==> src/rtl/tsw_pkg.sv <==
// Package of constants and types for the task status word flags
package tsw_pkg;
  // Status word positions, word index within the exchange area
  localparam logic [7:0] TSW_TASK_ONE_IDX = 8'h0B;
  localparam logic [7:0] TSW_TASK_TWO_IDX = 8'h0D;
  localparam int TSW_NUM_TASKS = 2;
  localparam int TSW_WORD_W = 16;
  // Bit positions inside a task status word
  localparam int TSW_BIT_ERR = 0;
  localparam int TSW_BIT_AUTO = 2;
  localparam int TSW_BIT_MAN = 3;
  localparam int TSW_BIT_RUN = 4;
  localparam int TSW_BIT_DONE = 5;
  localparam int TSW_BIT_OPT = 6;
  localparam int TSW_BIT_MRST = 7;
  localparam int TSW_BIT_MSTB = 8;
  localparam int TSW_BIT_START = 9;
  // M code ranges
  localparam logic [9:0] TSW_MCODE_RST_MAX = 10'h1F3;
  localparam logic [9:0] TSW_MCODE_MAX = 10'h3E7;
  localparam int TSW_MCODE_W = 10;
  // Timing
  localparam int TSW_CLK_HZ = 40_000_000;
  localparam int TSW_INIT_MS = 130;
  localparam int TSW_INIT_CYC = TSW_INIT_MS * (TSW_CLK_HZ / 1000);
  localparam int TSW_START_MS = 20;
  localparam int TSW_START_CYC = TSW_START_MS * (TSW_CLK_HZ / 1000);
  localparam logic [15:0] TSW_ZERO_WORD = 16'h0000;

  // Program sequencing state of one task
  typedef enum logic [3:0] {
    TSW_IDLE = 4'h1,
    TSW_EXEC = 4'h2,
    TSW_WAIT = 4'h4,
    TSW_STOP = 4'h8
  } tsw_run_t;
endpackage

==> src/rtl/tsw_if.sv <==
// Interface joining the device status words and the host ladder logic
`timescale 1ns/1ps
interface tsw_if;
  import tsw_pkg::*;
  // Host control bits, one per task, and one unit error reset
  logic [TSW_NUM_TASKS-1:0] auto_req;
  logic [TSW_NUM_TASKS-1:0] cycle_start;
  logic [TSW_NUM_TASKS-1:0] err_reset;
  logic [TSW_NUM_TASKS-1:0] mcode_reset;
  logic [TSW_NUM_TASKS-1:0] pause;
  logic unit_err_reset;
  // Device status
  logic [TSW_WORD_W-1:0] status_one;
  logic [TSW_WORD_W-1:0] status_two;
  logic unit_err;
  modport device (
    input auto_req, cycle_start, err_reset, mcode_reset, pause,
    input unit_err_reset,
    output status_one, status_two, unit_err
  );
  modport host (
    output auto_req, cycle_start, err_reset, mcode_reset, pause,
    output unit_err_reset,
    input status_one, status_two, unit_err
  );
endinterface

==> src/rtl/tsw_device.sv <==
// Device end: two task status words and the unit error indication
`timescale 1ns/1ps
// Function
// Task error on program or axis fault
// Persistent fault sets error again on run
// Task error also sets unit error
// Task error held until host reset
// Unit error cleared by reset, set again
// Start ignored unless automatic mode shown
// Manual commands ignored unless manual shown
// Modes clear during 130 ms initialisation
// Auto to manual clears run flags
// Run held through M reset and stop
// Program end sets completed, clears run
// Completed cleared on start or manual
// Host releases start on completed
// Host times pause from run flag
// Optional stop waits input high then low
// Optional move waits input high
// Low M codes wait for reset pulse
// High M codes do not wait
// Run set while M reset pending
// Strobe set while any M code out
// Start received follows start edge, level
// Identical second word for task two
// Host holds start each phase 20 ms
// Flags clocked, presented every refresh
module tsw_device #(
  parameter int INIT_CYC = tsw_pkg::TSW_INIT_CYC
) (
  // Clock and reset
  input wire logic CLK_I,
  input wire logic RST_I,
  // Host side
  tsw_if.device LINK,
  // Execution events, one bit per task, and one M code per task
  input wire logic [tsw_pkg::TSW_NUM_TASKS-1:0] PROG_ERR_I,
  input wire logic [tsw_pkg::TSW_NUM_TASKS-1:0] AXIS_ERR_I,
  input wire logic [tsw_pkg::TSW_NUM_TASKS-1:0] END_INSTR_I,
  input wire logic [tsw_pkg::TSW_NUM_TASKS-1:0] OPT_STOP_INSTR_I,
  input wire logic [tsw_pkg::TSW_NUM_TASKS-1:0] OPT_MOVE_INSTR_I,
  input wire logic [tsw_pkg::TSW_NUM_TASKS-1:0] OPT_INPUT_I,
  input wire logic [tsw_pkg::TSW_NUM_TASKS-1:0] MCODE_VALID_I,
  input wire logic [tsw_pkg::TSW_MCODE_W-1:0] MCODE_ONE_I,
  input wire logic [tsw_pkg::TSW_MCODE_W-1:0] MCODE_TWO_I,
  input wire logic [tsw_pkg::TSW_NUM_TASKS-1:0] DECEL_STOP_I,
  input wire logic [tsw_pkg::TSW_NUM_TASKS-1:0] AXES_STOPPED_I,
  // Status
  output logic READY_O
);
  import tsw_pkg::*;

  typedef struct packed {
    logic [31:0] init_cnt;
    logic ready;
    logic unit_err;
  } tsw_dev_t;

  tsw_dev_t d_reg, d_next;
  logic [TSW_WORD_W-1:0] word [TSW_NUM_TASKS];
  logic [TSW_NUM_TASKS-1:0] err_set;
  logic [TSW_MCODE_W-1:0] mcode [TSW_NUM_TASKS];

  assign mcode[0] = MCODE_ONE_I;
  assign mcode[1] = MCODE_TWO_I;

  // ----------------------------------------
  // Per task words
  // ----------------------------------------
  for (genvar t = 0; t < TSW_NUM_TASKS; t++) begin : g_task
    tsw_task u_task (
      .clk_i(CLK_I),
      .rst_i(RST_I),
      .ready_i(d_reg.ready),
      .auto_req_i(LINK.auto_req[t]),
      .cycle_start_i(LINK.cycle_start[t]),
      .err_reset_i(LINK.err_reset[t]),
      .mcode_reset_i(LINK.mcode_reset[t]),
      .prog_err_i(PROG_ERR_I[t]),
      .axis_err_i(AXIS_ERR_I[t]),
      .end_instr_i(END_INSTR_I[t]),
      .opt_stop_instr_i(OPT_STOP_INSTR_I[t]),
      .opt_move_instr_i(OPT_MOVE_INSTR_I[t]),
      .opt_input_i(OPT_INPUT_I[t]),
      .mcode_valid_i(MCODE_VALID_I[t]),
      .mcode_i(mcode[t]),
      .decel_stop_i(DECEL_STOP_I[t]),
      .axes_stopped_i(AXES_STOPPED_I[t]),
      .word_o(word[t]),
      .err_set_o(err_set[t])
    );
  end

  // ----------------------------------------
  // Initialisation and unit error
  // ----------------------------------------
  always_comb begin
    d_next = d_reg;
    if (!d_reg.ready) begin
      // Commands held off until the count ends
      if (d_reg.init_cnt >= 32'(INIT_CYC - 1)) begin
        d_next.ready = 1'b1;
      end else begin
        d_next.init_cnt = d_reg.init_cnt + 32'h1;
      end
    end
    if (LINK.unit_err_reset) begin
      d_next.unit_err = 1'b0;
    end
    if (|err_set) begin
      d_next.unit_err = 1'b1;
    end
  end

  always_ff @(posedge CLK_I) begin
    if (RST_I) begin
      d_reg <= '0;
    end else begin
      d_reg <= d_next;
    end
  end

  // Words come from task flip-flops, mapped to their own positions
  assign LINK.status_one = word[0];
  assign LINK.status_two = word[1];
  assign LINK.unit_err = d_reg.unit_err;
  assign READY_O = d_reg.ready;
endmodule // tsw_device

==> src/rtl/tsw_task.sv <==
// One task status word: flags and program sequencing of a single task
`timescale 1ns/1ps
module tsw_task (
  // Clock and reset
  input wire logic clk_i,
  input wire logic rst_i,
  // Host controls
  input wire logic ready_i,
  input wire logic auto_req_i,
  input wire logic cycle_start_i,
  input wire logic err_reset_i,
  input wire logic mcode_reset_i,
  // Execution events
  input wire logic prog_err_i,
  input wire logic axis_err_i,
  input wire logic end_instr_i,
  input wire logic opt_stop_instr_i,
  input wire logic opt_move_instr_i,
  input wire logic opt_input_i,
  input wire logic mcode_valid_i,
  input wire logic [tsw_pkg::TSW_MCODE_W-1:0] mcode_i,
  input wire logic decel_stop_i,
  input wire logic axes_stopped_i,
  // Status
  output logic [tsw_pkg::TSW_WORD_W-1:0] word_o,
  output logic err_set_o
);
  import tsw_pkg::*;

  typedef struct packed {
    tsw_run_t st;
    logic err;
    logic auto_m;
    logic man_m;
    logic done;
    logic opt;
    logic opt_hi;
    logic mrst;
    logic mrst_seen;
    logic mstb;
    logic start_rx;
    logic start_d;
    logic err_pulse;
    logic run;
  } tsw_task_t;

  tsw_task_t s_reg, s_next;
  logic start_edge;
  logic fault;

  assign start_edge = cycle_start_i & ~s_reg.start_d;
  assign fault = prog_err_i | axis_err_i;

  always_comb begin
    s_next = s_reg;
    s_next.start_d = cycle_start_i;
    s_next.err_pulse = 1'b0;
    s_next.start_rx = cycle_start_i & (s_reg.start_rx | start_edge);
    // Mode indications held clear until unit ready
    s_next.auto_m = ready_i & auto_req_i;
    s_next.man_m = ready_i & ~auto_req_i;
    // Fault set wins over host reset
    if (err_reset_i) begin
      s_next.err = 1'b0;
    end
    if (fault && s_reg.st != TSW_IDLE) begin
      s_next.err = 1'b1;
      s_next.err_pulse = 1'b1;
    end
    s_next.mstb = mcode_valid_i && mcode_i <= TSW_MCODE_MAX;
    case (s_reg.st)
      TSW_IDLE: begin
        if (start_edge && s_reg.auto_m) begin
          s_next.st = TSW_EXEC;
          s_next.done = 1'b0;
        end
      end
      TSW_EXEC: begin
        if (decel_stop_i) begin
          s_next.st = TSW_STOP;
        end else if (end_instr_i) begin
          s_next.st = TSW_IDLE;
          s_next.done = 1'b1;
        end else if (mcode_valid_i && mcode_i <= TSW_MCODE_RST_MAX) begin
          s_next.st = TSW_WAIT;
          s_next.mrst = 1'b1;
          s_next.mrst_seen = 1'b0;
        end else if (opt_stop_instr_i || opt_move_instr_i) begin
          s_next.st = TSW_WAIT;
          s_next.opt = 1'b1;
          s_next.opt_hi = opt_move_instr_i;
          // Stale high-seen mark from an M code wait would skip the stop
          s_next.mrst_seen = 1'b0;
        end
      end
      TSW_WAIT: begin
        if (s_reg.mrst) begin
          // Reset must be seen high and then low
          if (mcode_reset_i) begin
            s_next.mrst_seen = 1'b1;
          end else if (s_reg.mrst_seen) begin
            s_next.mrst = 1'b0;
            s_next.st = TSW_EXEC;
          end
        end else if (s_reg.opt_hi) begin
          if (opt_input_i) begin
            s_next.opt = 1'b0;
            s_next.st = TSW_EXEC;
          end
        end else if (opt_input_i) begin
          s_next.opt_hi = 1'b0;
          s_next.mrst_seen = 1'b1;
        end else if (s_reg.mrst_seen) begin
          s_next.opt = 1'b0;
          s_next.mrst_seen = 1'b0;
          s_next.st = TSW_EXEC;
        end
      end
      TSW_STOP: begin
        if (axes_stopped_i) begin
          s_next.st = TSW_IDLE;
        end
      end
      default: begin
        s_next.st = TSW_IDLE;
      end
    endcase
    // Leaving automatic mode drops state, optional stop, M reset and completed together
    if (!s_next.auto_m) begin
      s_next.st = TSW_IDLE;
      s_next.opt = 1'b0;
      s_next.mrst = 1'b0;
      s_next.done = 1'b0;
    end else if (!s_reg.auto_m && s_next.auto_m && s_reg.man_m) begin
      s_next.done = 1'b1;
    end
    // Run kept in its own flop so the word bit needs no decode
    s_next.run = (s_next.st != TSW_IDLE) | s_next.mrst;
  end

  always_ff @(posedge clk_i) begin
    if (rst_i) begin
      s_reg <= '{st: TSW_IDLE, default: 1'b0};
    end else begin
      s_reg <= s_next;
    end
  end

  always_comb begin
    word_o = TSW_ZERO_WORD;
    word_o[TSW_BIT_ERR] = s_reg.err;
    word_o[TSW_BIT_AUTO] = s_reg.auto_m;
    word_o[TSW_BIT_MAN] = s_reg.man_m;
    // Run stays set while parked on an M code reset
    word_o[TSW_BIT_RUN] = s_reg.run;
    word_o[TSW_BIT_DONE] = s_reg.done;
    word_o[TSW_BIT_OPT] = s_reg.opt;
    word_o[TSW_BIT_MRST] = s_reg.mrst;
    word_o[TSW_BIT_MSTB] = s_reg.mstb;
    word_o[TSW_BIT_START] = s_reg.start_rx;
  end
  assign err_set_o = s_reg.err_pulse;
endmodule // tsw_task

==> src/flat_wrapper.sv <==
// flat-port wrapper written by rule: the top's interface ports become plain ports
module tsw_device_flat import tsw_pkg::*;
#(
  parameter int INIT_CYC = tsw_pkg::TSW_INIT_CYC
)
  (CLK_I, RST_I, PROG_ERR_I, AXIS_ERR_I, END_INSTR_I, OPT_STOP_INSTR_I, OPT_MOVE_INSTR_I, OPT_INPUT_I, MCODE_VALID_I, MCODE_ONE_I, MCODE_TWO_I, DECEL_STOP_I, AXES_STOPPED_I, READY_O, LINK_auto_req, LINK_cycle_start, LINK_err_reset, LINK_mcode_reset, LINK_pause, LINK_unit_err_reset, LINK_status_one, LINK_status_two, LINK_unit_err);
  tsw_if LINK_i ();
  input wire logic CLK_I;
  input wire logic RST_I;
  input wire logic [tsw_pkg::TSW_NUM_TASKS-1:0] PROG_ERR_I;
  input wire logic [tsw_pkg::TSW_NUM_TASKS-1:0] AXIS_ERR_I;
  input wire logic [tsw_pkg::TSW_NUM_TASKS-1:0] END_INSTR_I;
  input wire logic [tsw_pkg::TSW_NUM_TASKS-1:0] OPT_STOP_INSTR_I;
  input wire logic [tsw_pkg::TSW_NUM_TASKS-1:0] OPT_MOVE_INSTR_I;
  input wire logic [tsw_pkg::TSW_NUM_TASKS-1:0] OPT_INPUT_I;
  input wire logic [tsw_pkg::TSW_NUM_TASKS-1:0] MCODE_VALID_I;
  input wire logic [tsw_pkg::TSW_MCODE_W-1:0] MCODE_ONE_I;
  input wire logic [tsw_pkg::TSW_MCODE_W-1:0] MCODE_TWO_I;
  input wire logic [tsw_pkg::TSW_NUM_TASKS-1:0] DECEL_STOP_I;
  input wire logic [tsw_pkg::TSW_NUM_TASKS-1:0] AXES_STOPPED_I;
  output logic READY_O;
  input wire logic [$bits(LINK_i.auto_req)-1:0] LINK_auto_req;
  input wire logic [$bits(LINK_i.cycle_start)-1:0] LINK_cycle_start;
  input wire logic [$bits(LINK_i.err_reset)-1:0] LINK_err_reset;
  input wire logic [$bits(LINK_i.mcode_reset)-1:0] LINK_mcode_reset;
  input wire logic [$bits(LINK_i.pause)-1:0] LINK_pause;
  input wire logic [$bits(LINK_i.unit_err_reset)-1:0] LINK_unit_err_reset;
  output wire logic [$bits(LINK_i.status_one)-1:0] LINK_status_one;
  output wire logic [$bits(LINK_i.status_two)-1:0] LINK_status_two;
  output wire logic [$bits(LINK_i.unit_err)-1:0] LINK_unit_err;
  assign LINK_i.auto_req = LINK_auto_req;
  assign LINK_i.cycle_start = LINK_cycle_start;
  assign LINK_i.err_reset = LINK_err_reset;
  assign LINK_i.mcode_reset = LINK_mcode_reset;
  assign LINK_i.pause = LINK_pause;
  assign LINK_i.unit_err_reset = LINK_unit_err_reset;
  assign LINK_status_one = LINK_i.status_one;
  assign LINK_status_two = LINK_i.status_two;
  assign LINK_unit_err = LINK_i.unit_err;
  tsw_device #(.INIT_CYC(INIT_CYC)) u_core (.CLK_I(CLK_I), .RST_I(RST_I), .LINK(LINK_i), .PROG_ERR_I(PROG_ERR_I), .AXIS_ERR_I(AXIS_ERR_I), .END_INSTR_I(END_INSTR_I), .OPT_STOP_INSTR_I(OPT_STOP_INSTR_I), .OPT_MOVE_INSTR_I(OPT_MOVE_INSTR_I), .OPT_INPUT_I(OPT_INPUT_I), .MCODE_VALID_I(MCODE_VALID_I), .MCODE_ONE_I(MCODE_ONE_I), .MCODE_TWO_I(MCODE_TWO_I), .DECEL_STOP_I(DECEL_STOP_I), .AXES_STOPPED_I(AXES_STOPPED_I), .READY_O(READY_O));
endmodule
==> config.mk <==
export PLATFORM = sky130hd
export DESIGN_NAME = tsw_device_flat
export DESIGN_NICKNAME = d
export VERILOG_FILES = /design/src/rtl/tsw_pkg.sv /design/src/rtl/tsw_if.sv /design/src/rtl/tsw_device.sv /design/src/rtl/tsw_task.sv /design/src/flat_wrapper.sv
export SDC_FILE = /design/constraint.sdc
export NUM_CORES = 1
export LEC_CHECK = 0
export BUFFER_PORTS_ARGS = -buffer_cell sky130_fd_sc_hd__buf_2
export CAP_MARGIN = 30
export CORE_UTILIZATION = 45
export DETAILED_ROUTE_END_ITERATION = 12
export PLACE_DENSITY = 0.76
export SLEW_MARGIN = 25
export SYNTH_ARGS = -nofsm -noshare
export SYNTH_HDL_FRONTEND = slang
export SYNTH_SLANG_ARGS = --single-unit
==> constraint.sdc <==
create_clock -name CLK_I -period 2.25 [get_ports CLK_I]
set_input_delay 0.3375 -clock CLK_I [delete_from_list [all_inputs] [get_ports CLK_I]]
set_output_delay 0.3375 -clock CLK_I [all_outputs]
set_load 0.02 [all_outputs]
==> impl_results.html <==
<table>
<tr><th>Metric</th><th>Value</th></tr>
<tr><th colspan="2">Outcome</th></tr>
<tr><td>Result of the run</td><td>finished clean</td></tr>
<tr><th colspan="2">Timing</th></tr>
<tr><td>Max-Slew Margin vs Limit</td><td>0.645</td></tr>
<tr><td>Minimum clock period after layout</td><td>a little over 2 ns</td></tr>
<tr><td>Clock Skew</td><td>0.0107 ns</td></tr>
<tr><td>Final Hold Viols</td><td>0</td></tr>
<tr><td>Maximum clock frequency</td><td>~480 MHz</td></tr>
<tr><td>Unrepaired setup endpoints after global routing</td><td>no</td></tr>
<tr><td>Slack of the critical path</td><td>between 0.15 and 0.2 ns</td></tr>
<tr><td>Number of failing setup endpoints in the final timing report</td><td>0</td></tr>
<tr><td>Pins Over Slew Limit</td><td>0</td></tr>
<tr><td>Share of the cycle needed by the critical path after routing</td><td>0.923</td></tr>
<tr><td>Tightest Pin Transition</td><td>around 0.53 ns</td></tr>
<tr><td>Final total negative setup slack</td><td>0 ns</td></tr>
<tr><th colspan="2">Clocking</th></tr>
<tr><td>Clk Latency, worst-skew pair</td><td>~0.34 ns</td></tr>
<tr><td>Clock tree from TritonCTS</td><td>yes</td></tr>
<tr><td>Clock Root Buffer</td><td>sky130_fd_sc_hd__clkbuf_8</td></tr>
<tr><td>Clock tree buffer depth</td><td>2</td></tr>
<tr><td>CTS Hold Buffers Added</td><td>0</td></tr>
<tr><td>TritonCTS buffer count</td><td>9</td></tr>
<tr><td>Clk sink count</td><td>68</td></tr>
<tr><td>Post-CTS clock slew at the launch and capture registers of the worst setup and hold paths</td><td>around 0.07 ns</td></tr>
<tr><td>Level count of the clock H-tree</td><td>3</td></tr>
<tr><th colspan="2">Layout</th></tr>
<tr><td>Layout area overhead</td><td>12.3%</td></tr>
<tr><td>Flip-flop count of the largest register, all copies and words added</td><td>32</td></tr>
<tr><td>Leading cell type in the layout, fill and taps excluded</td><td>sky130_fd_sc_hd__dfxtp_1</td></tr>
<tr><td># nets final</td><td>512</td></tr>
<tr><td>Fraction of final layout cells sized beyond drive strength 1</td><td>0.227</td></tr>
<tr><td>Antenna diodes</td><td>0</td></tr>
<tr><td>Top library cells by usage in the layout, fill and taps aside</td><td>sky130_fd_sc_hd__dfxtp_1, sky130_fd_sc_hd__buf_2, sky130_fd_sc_hd__nor2_1</td></tr>
<tr><th colspan="2">Global route</th></tr>
<tr><td>Number of global-route vias before repair</td><td>2550</td></tr>
<tr><td>GRT Residual Overflow</td><td>0</td></tr>
<tr><td>Number of antenna violations at the first check in global routing</td><td>0</td></tr>
<tr><td>Global-route wire length before repair</td><td>between 10000 and 15000 um</td></tr>
<tr><td>Pin count of the biggest net entering global routing</td><td>between 50 and 60</td></tr>
<tr><td>Global-route usage over all layers</td><td>0.177</td></tr>
<tr><th colspan="2">Setup path</th></tr>
<tr><td>Data required time of the critical path</td><td>2.51 ns</td></tr>
<tr><td>Combined buffer and inverter count along the critical path</td><td>1</td></tr>
<tr><td>Largest driver fanout on the critical path</td><td>13</td></tr>
<tr><td>Top delay family on crit path</td><td>simple AND/OR/NAND/NOR gates</td></tr>
<tr><td>Worst setup path class</td><td>register to register</td></tr>
<tr><td>Max incr delay on CP</td><td>between 0.5 and 0.6 ns</td></tr>
<tr><td>Library cell contributing the largest single delay on the critical path</td><td>sky130_fd_sc_hd__or4_4</td></tr>
<tr><td>Setup crit end kind</td><td>register</td></tr>
<tr><td>Worst EP arrival</td><td>between 2 and 2.5 ns</td></tr>
<tr><td>Kind of start point of the critical path</td><td>register</td></tr>
<tr><td>Crit path cell chain</td><td>or4_4 -&gt; nor3_4 -&gt; nand2_1 -&gt; buf_4 -&gt; or4_1 -&gt; a21oi_1</td></tr>
<tr><th colspan="2">Power</th></tr>
<tr><td>Maximum VDD drop</td><td>0.257 mV</td></tr>
<tr><td>Leak Pwr</td><td>between 1 and 1.5 nW</td></tr>
<tr><td>Pwr/cell area</td><td>approximately 600 mW/mm^2</td></tr>
<tr><th colspan="2">Logic synthesis</th></tr>
<tr><td>FF+latch count, synth</td><td>68</td></tr>
<tr><td>Count of warnings emitted by yosys</td><td>0</td></tr>
<tr><td>Cell taking the most area after synthesis</td><td>sky130_fd_sc_hd__dfxtp_1</td></tr>
<tr><td>Predominant post-synthesis flop cell</td><td>sky130_fd_sc_hd__dfxtp_1</td></tr>
<tr><td>Instance count of the mapped netlist</td><td>412</td></tr>
<tr><td>Mapped cell area</td><td>between 0.003 and 0.004 sq mm</td></tr>
<tr><td>Ys async rst share</td><td>0</td></tr>
<tr><td>Seq/Total Area, Yosys</td><td>0.395</td></tr>
<tr><td>Dominant cells by area after synthesis</td><td>sky130_fd_sc_hd__dfxtp_1, sky130_fd_sc_hd__buf_4, sky130_fd_sc_hd__a21oi_1</td></tr>
<tr><td>Syn_area_per_cell</td><td>about 8.4 sq um</td></tr>
<tr><td>Area fraction of the dominant cell type after synthesis</td><td>0.395</td></tr>
<tr><td>Number of synthesized flops with an enable pin</td><td>0</td></tr>
<tr><td>Synth cell types</td><td>50</td></tr>
<tr><th colspan="2">Drt</th></tr>
<tr><td>First-pass iteration count of the detailed router</td><td>4</td></tr>
<tr><td>Top routing layer used</td><td>met4</td></tr>
<tr><td>Number of vias after detailed routing</td><td>between 3000 and 4000</td></tr>
<tr><td>Wl on met1</td><td>3210 um</td></tr>
<tr><td>DRT Wirelength</td><td>just under 7000 um</td></tr>
<tr><td>Amount of wire on met3 after detailed routing</td><td>approximately 260 um</td></tr>
<tr><td>Drt via density</td><td>5.41</td></tr>
<tr><td>Average routed wire per standard cell</td><td>around 12 um</td></tr>
<tr><td>Initial drt markers</td><td>~130</td></tr>
<tr><td>Number of routed nets with antenna violations</td><td>0</td></tr>
<tr><td>Sum of met2 wire segment lengths after detailed routing</td><td>3370 um</td></tr>
<tr><td>Number of remaining DRC errors</td><td>0</td></tr>
<tr><th colspan="2">Floorplan</th></tr>
<tr><td>Die height</td><td>roughly 90 um</td></tr>
<tr><td>Standard cell core area</td><td>0.00733 sq mm</td></tr>
<tr><td>Starting density of the core</td><td>0.470</td></tr>
<tr><td>Number of primary I/O pins</td><td>85</td></tr>
<tr><td>Overall die area</td><td>about 0.008 sq mm</td></tr>
<tr><td>Number of cell rows</td><td>31</td></tr>
<tr><td>Die span in x</td><td>between 80 and 90 um</td></tr>
<tr><th colspan="2">Job</th></tr>
<tr><td>Number of max-capacitance violations reported</td><td>0</td></tr>
<tr><th colspan="2">Hold path</th></tr>
<tr><td>Type of the tightest min-delay check</td><td>input pin to register</td></tr>
<tr><th colspan="2">Placement</th></tr>
<tr><td>Port-buffer cells</td><td>64</td></tr>
<tr><td>Pre-CTS setup slack</td><td>between 0.15 and 0.2 ns</td></tr>
<tr><td>Final HPWL DP</td><td>5020 um</td></tr>
<tr><td>Global placement routability congestion</td><td>0.789</td></tr>
</table>
==> layout make-up <==
class	instances	area (sq um)
clock inverter	2	35.0
tap	99	124
timing repair buffer	73	388
inverter	12	45.0
clock buffer	12	155
fill	697	3460
sequential	68	1360
multi-input combinational	296	1760
==> cell usage after synthesis (3+ instances only) <==
cell                        n
sky130_fd_sc_hd__dfxtp_1   68
sky130_fd_sc_hd__nor2_1    38
sky130_fd_sc_hd__a21oi_1   32
sky130_fd_sc_hd__buf_4     32
sky130_fd_sc_hd__nand2_1   22
sky130_fd_sc_hd__o21ai_0   22
sky130_fd_sc_hd__nor2b_1   21
sky130_fd_sc_hd__o31ai_1   16
sky130_fd_sc_hd__nand3_1   13
sky130_fd_sc_hd__or4_1     13
sky130_fd_sc_hd__inv_1     12
sky130_fd_sc_hd__nor3_1    12
sky130_fd_sc_hd__clkbuf_1   9
sky130_fd_sc_hd__nand4_1    9
sky130_fd_sc_hd__nor4_1     7
sky130_fd_sc_hd__nand2b_1   6
sky130_fd_sc_hd__buf_2      5
sky130_fd_sc_hd__mux2_2     5
sky130_fd_sc_hd__nor3b_1    5
sky130_fd_sc_hd__or3_1      5
sky130_fd_sc_hd__a21boi_0   4
sky130_fd_sc_hd__a211oi_1   3
sky130_fd_sc_hd__a21o_1     3
sky130_fd_sc_hd__a31oi_1    3
sky130_fd_sc_hd__buf_6      3
sky130_fd_sc_hd__nor4b_1    3
sky130_fd_sc_hd__o211ai_1   3
sky130_fd_sc_hd__o22ai_1    3
sky130_fd_sc_hd__o41ai_1    3
sky130_fd_sc_hd__or2_2      3
==> layer usage <==
| layer | global-route usage | up-vias |
|---|---|---|
| li1 | - | 1548 |
| met2 | 0.297 | 69 |
| met4 | 0.0750 | 0 |
| met5 | 0 | - |
| met1 | 0.207 | 1410 |
| met3 | 0.0600 | 12 |
==> worst paths after layout <==
| kind | startpoint | endpoint | slack, ns | cells past startpoint |
|---|---|---|---|---|
| worst max-delay path | u_core.d_reg[33] | u_core.d_reg[7] | 0.17 | 6 |
| worst min-delay path | LINK_auto_req[0] | u_core.g_task[0].u_task.word_o[3] | 0.17 | 2 |
| worst max register to register | u_core.d_reg[33] | u_core.d_reg[7] | 0.17 | 6 |
| worst min register to register | u_core.g_task[1].u_task.s_reg[2] | u_core.g_task[1].u_task.word_o[9] | 0.45 | 1 |
==> per-stage QoR <==
step | utilization | cell area [sq um] | power [mW] | hold WS, ns | std cells
2_1_floorplan | - | 3500 | 1.34 | 0.409 | 425
3_3_place_gp | 0.500 | 3670 | 1.37 | 0.420 | 547
3_5_place_dp | 0.500 | 3670 | 1.38 | 0.435 | 547
4_1_cts | 0.526 | 3860 | 2.35 | 0.153 | 561
5_1_grt | 0.528 | 3870 | 2.44 | 0.141 | 562
6_report | 0.528 | 3870 | 2.33 | 0.169 | 562
==> report_power, final <==
| part | leakage [nW] | internal [mW] | switching [mW] |
|---|---|---|---|
| clock network | 0.0983 | 0.559 | 0.425 |
| registers | 0.550 | 1.21 | 0.00722 |
| logic | 0.822 | 0.0506 | 0.0778 |
| total | 1.47 | 1.82 | 0.510 |
==> cells by family (layout without fill, tap and decap cells) <==
group | Yosys count | count (layout) | synth area share
AOI/OAI and AO/OA | 99 | 99 | 0.177
xor gates and xnor gates | 2 | 2 | 0.00508
adders and majority gates | 1 | 1 | 0.00363
buffers and inverters | 61 | 99 | 0.110
DFF | 68 | 68 | 0.395
muxes | 6 | 6 | 0.0192
other | 1 | 14 | 0.00109
and+or+nand+nor | 174 | 174 | 0.290
==> what timing repair did <==
action | in CTS | in global routing
endpoints found under the setup margin | 0 | 13
hold endpoints to repair | 0 | 0
setup buffers | 0 | 1
resized for setup | 0 | 3
Note: power is estimated with default switching activity, not from simulation.
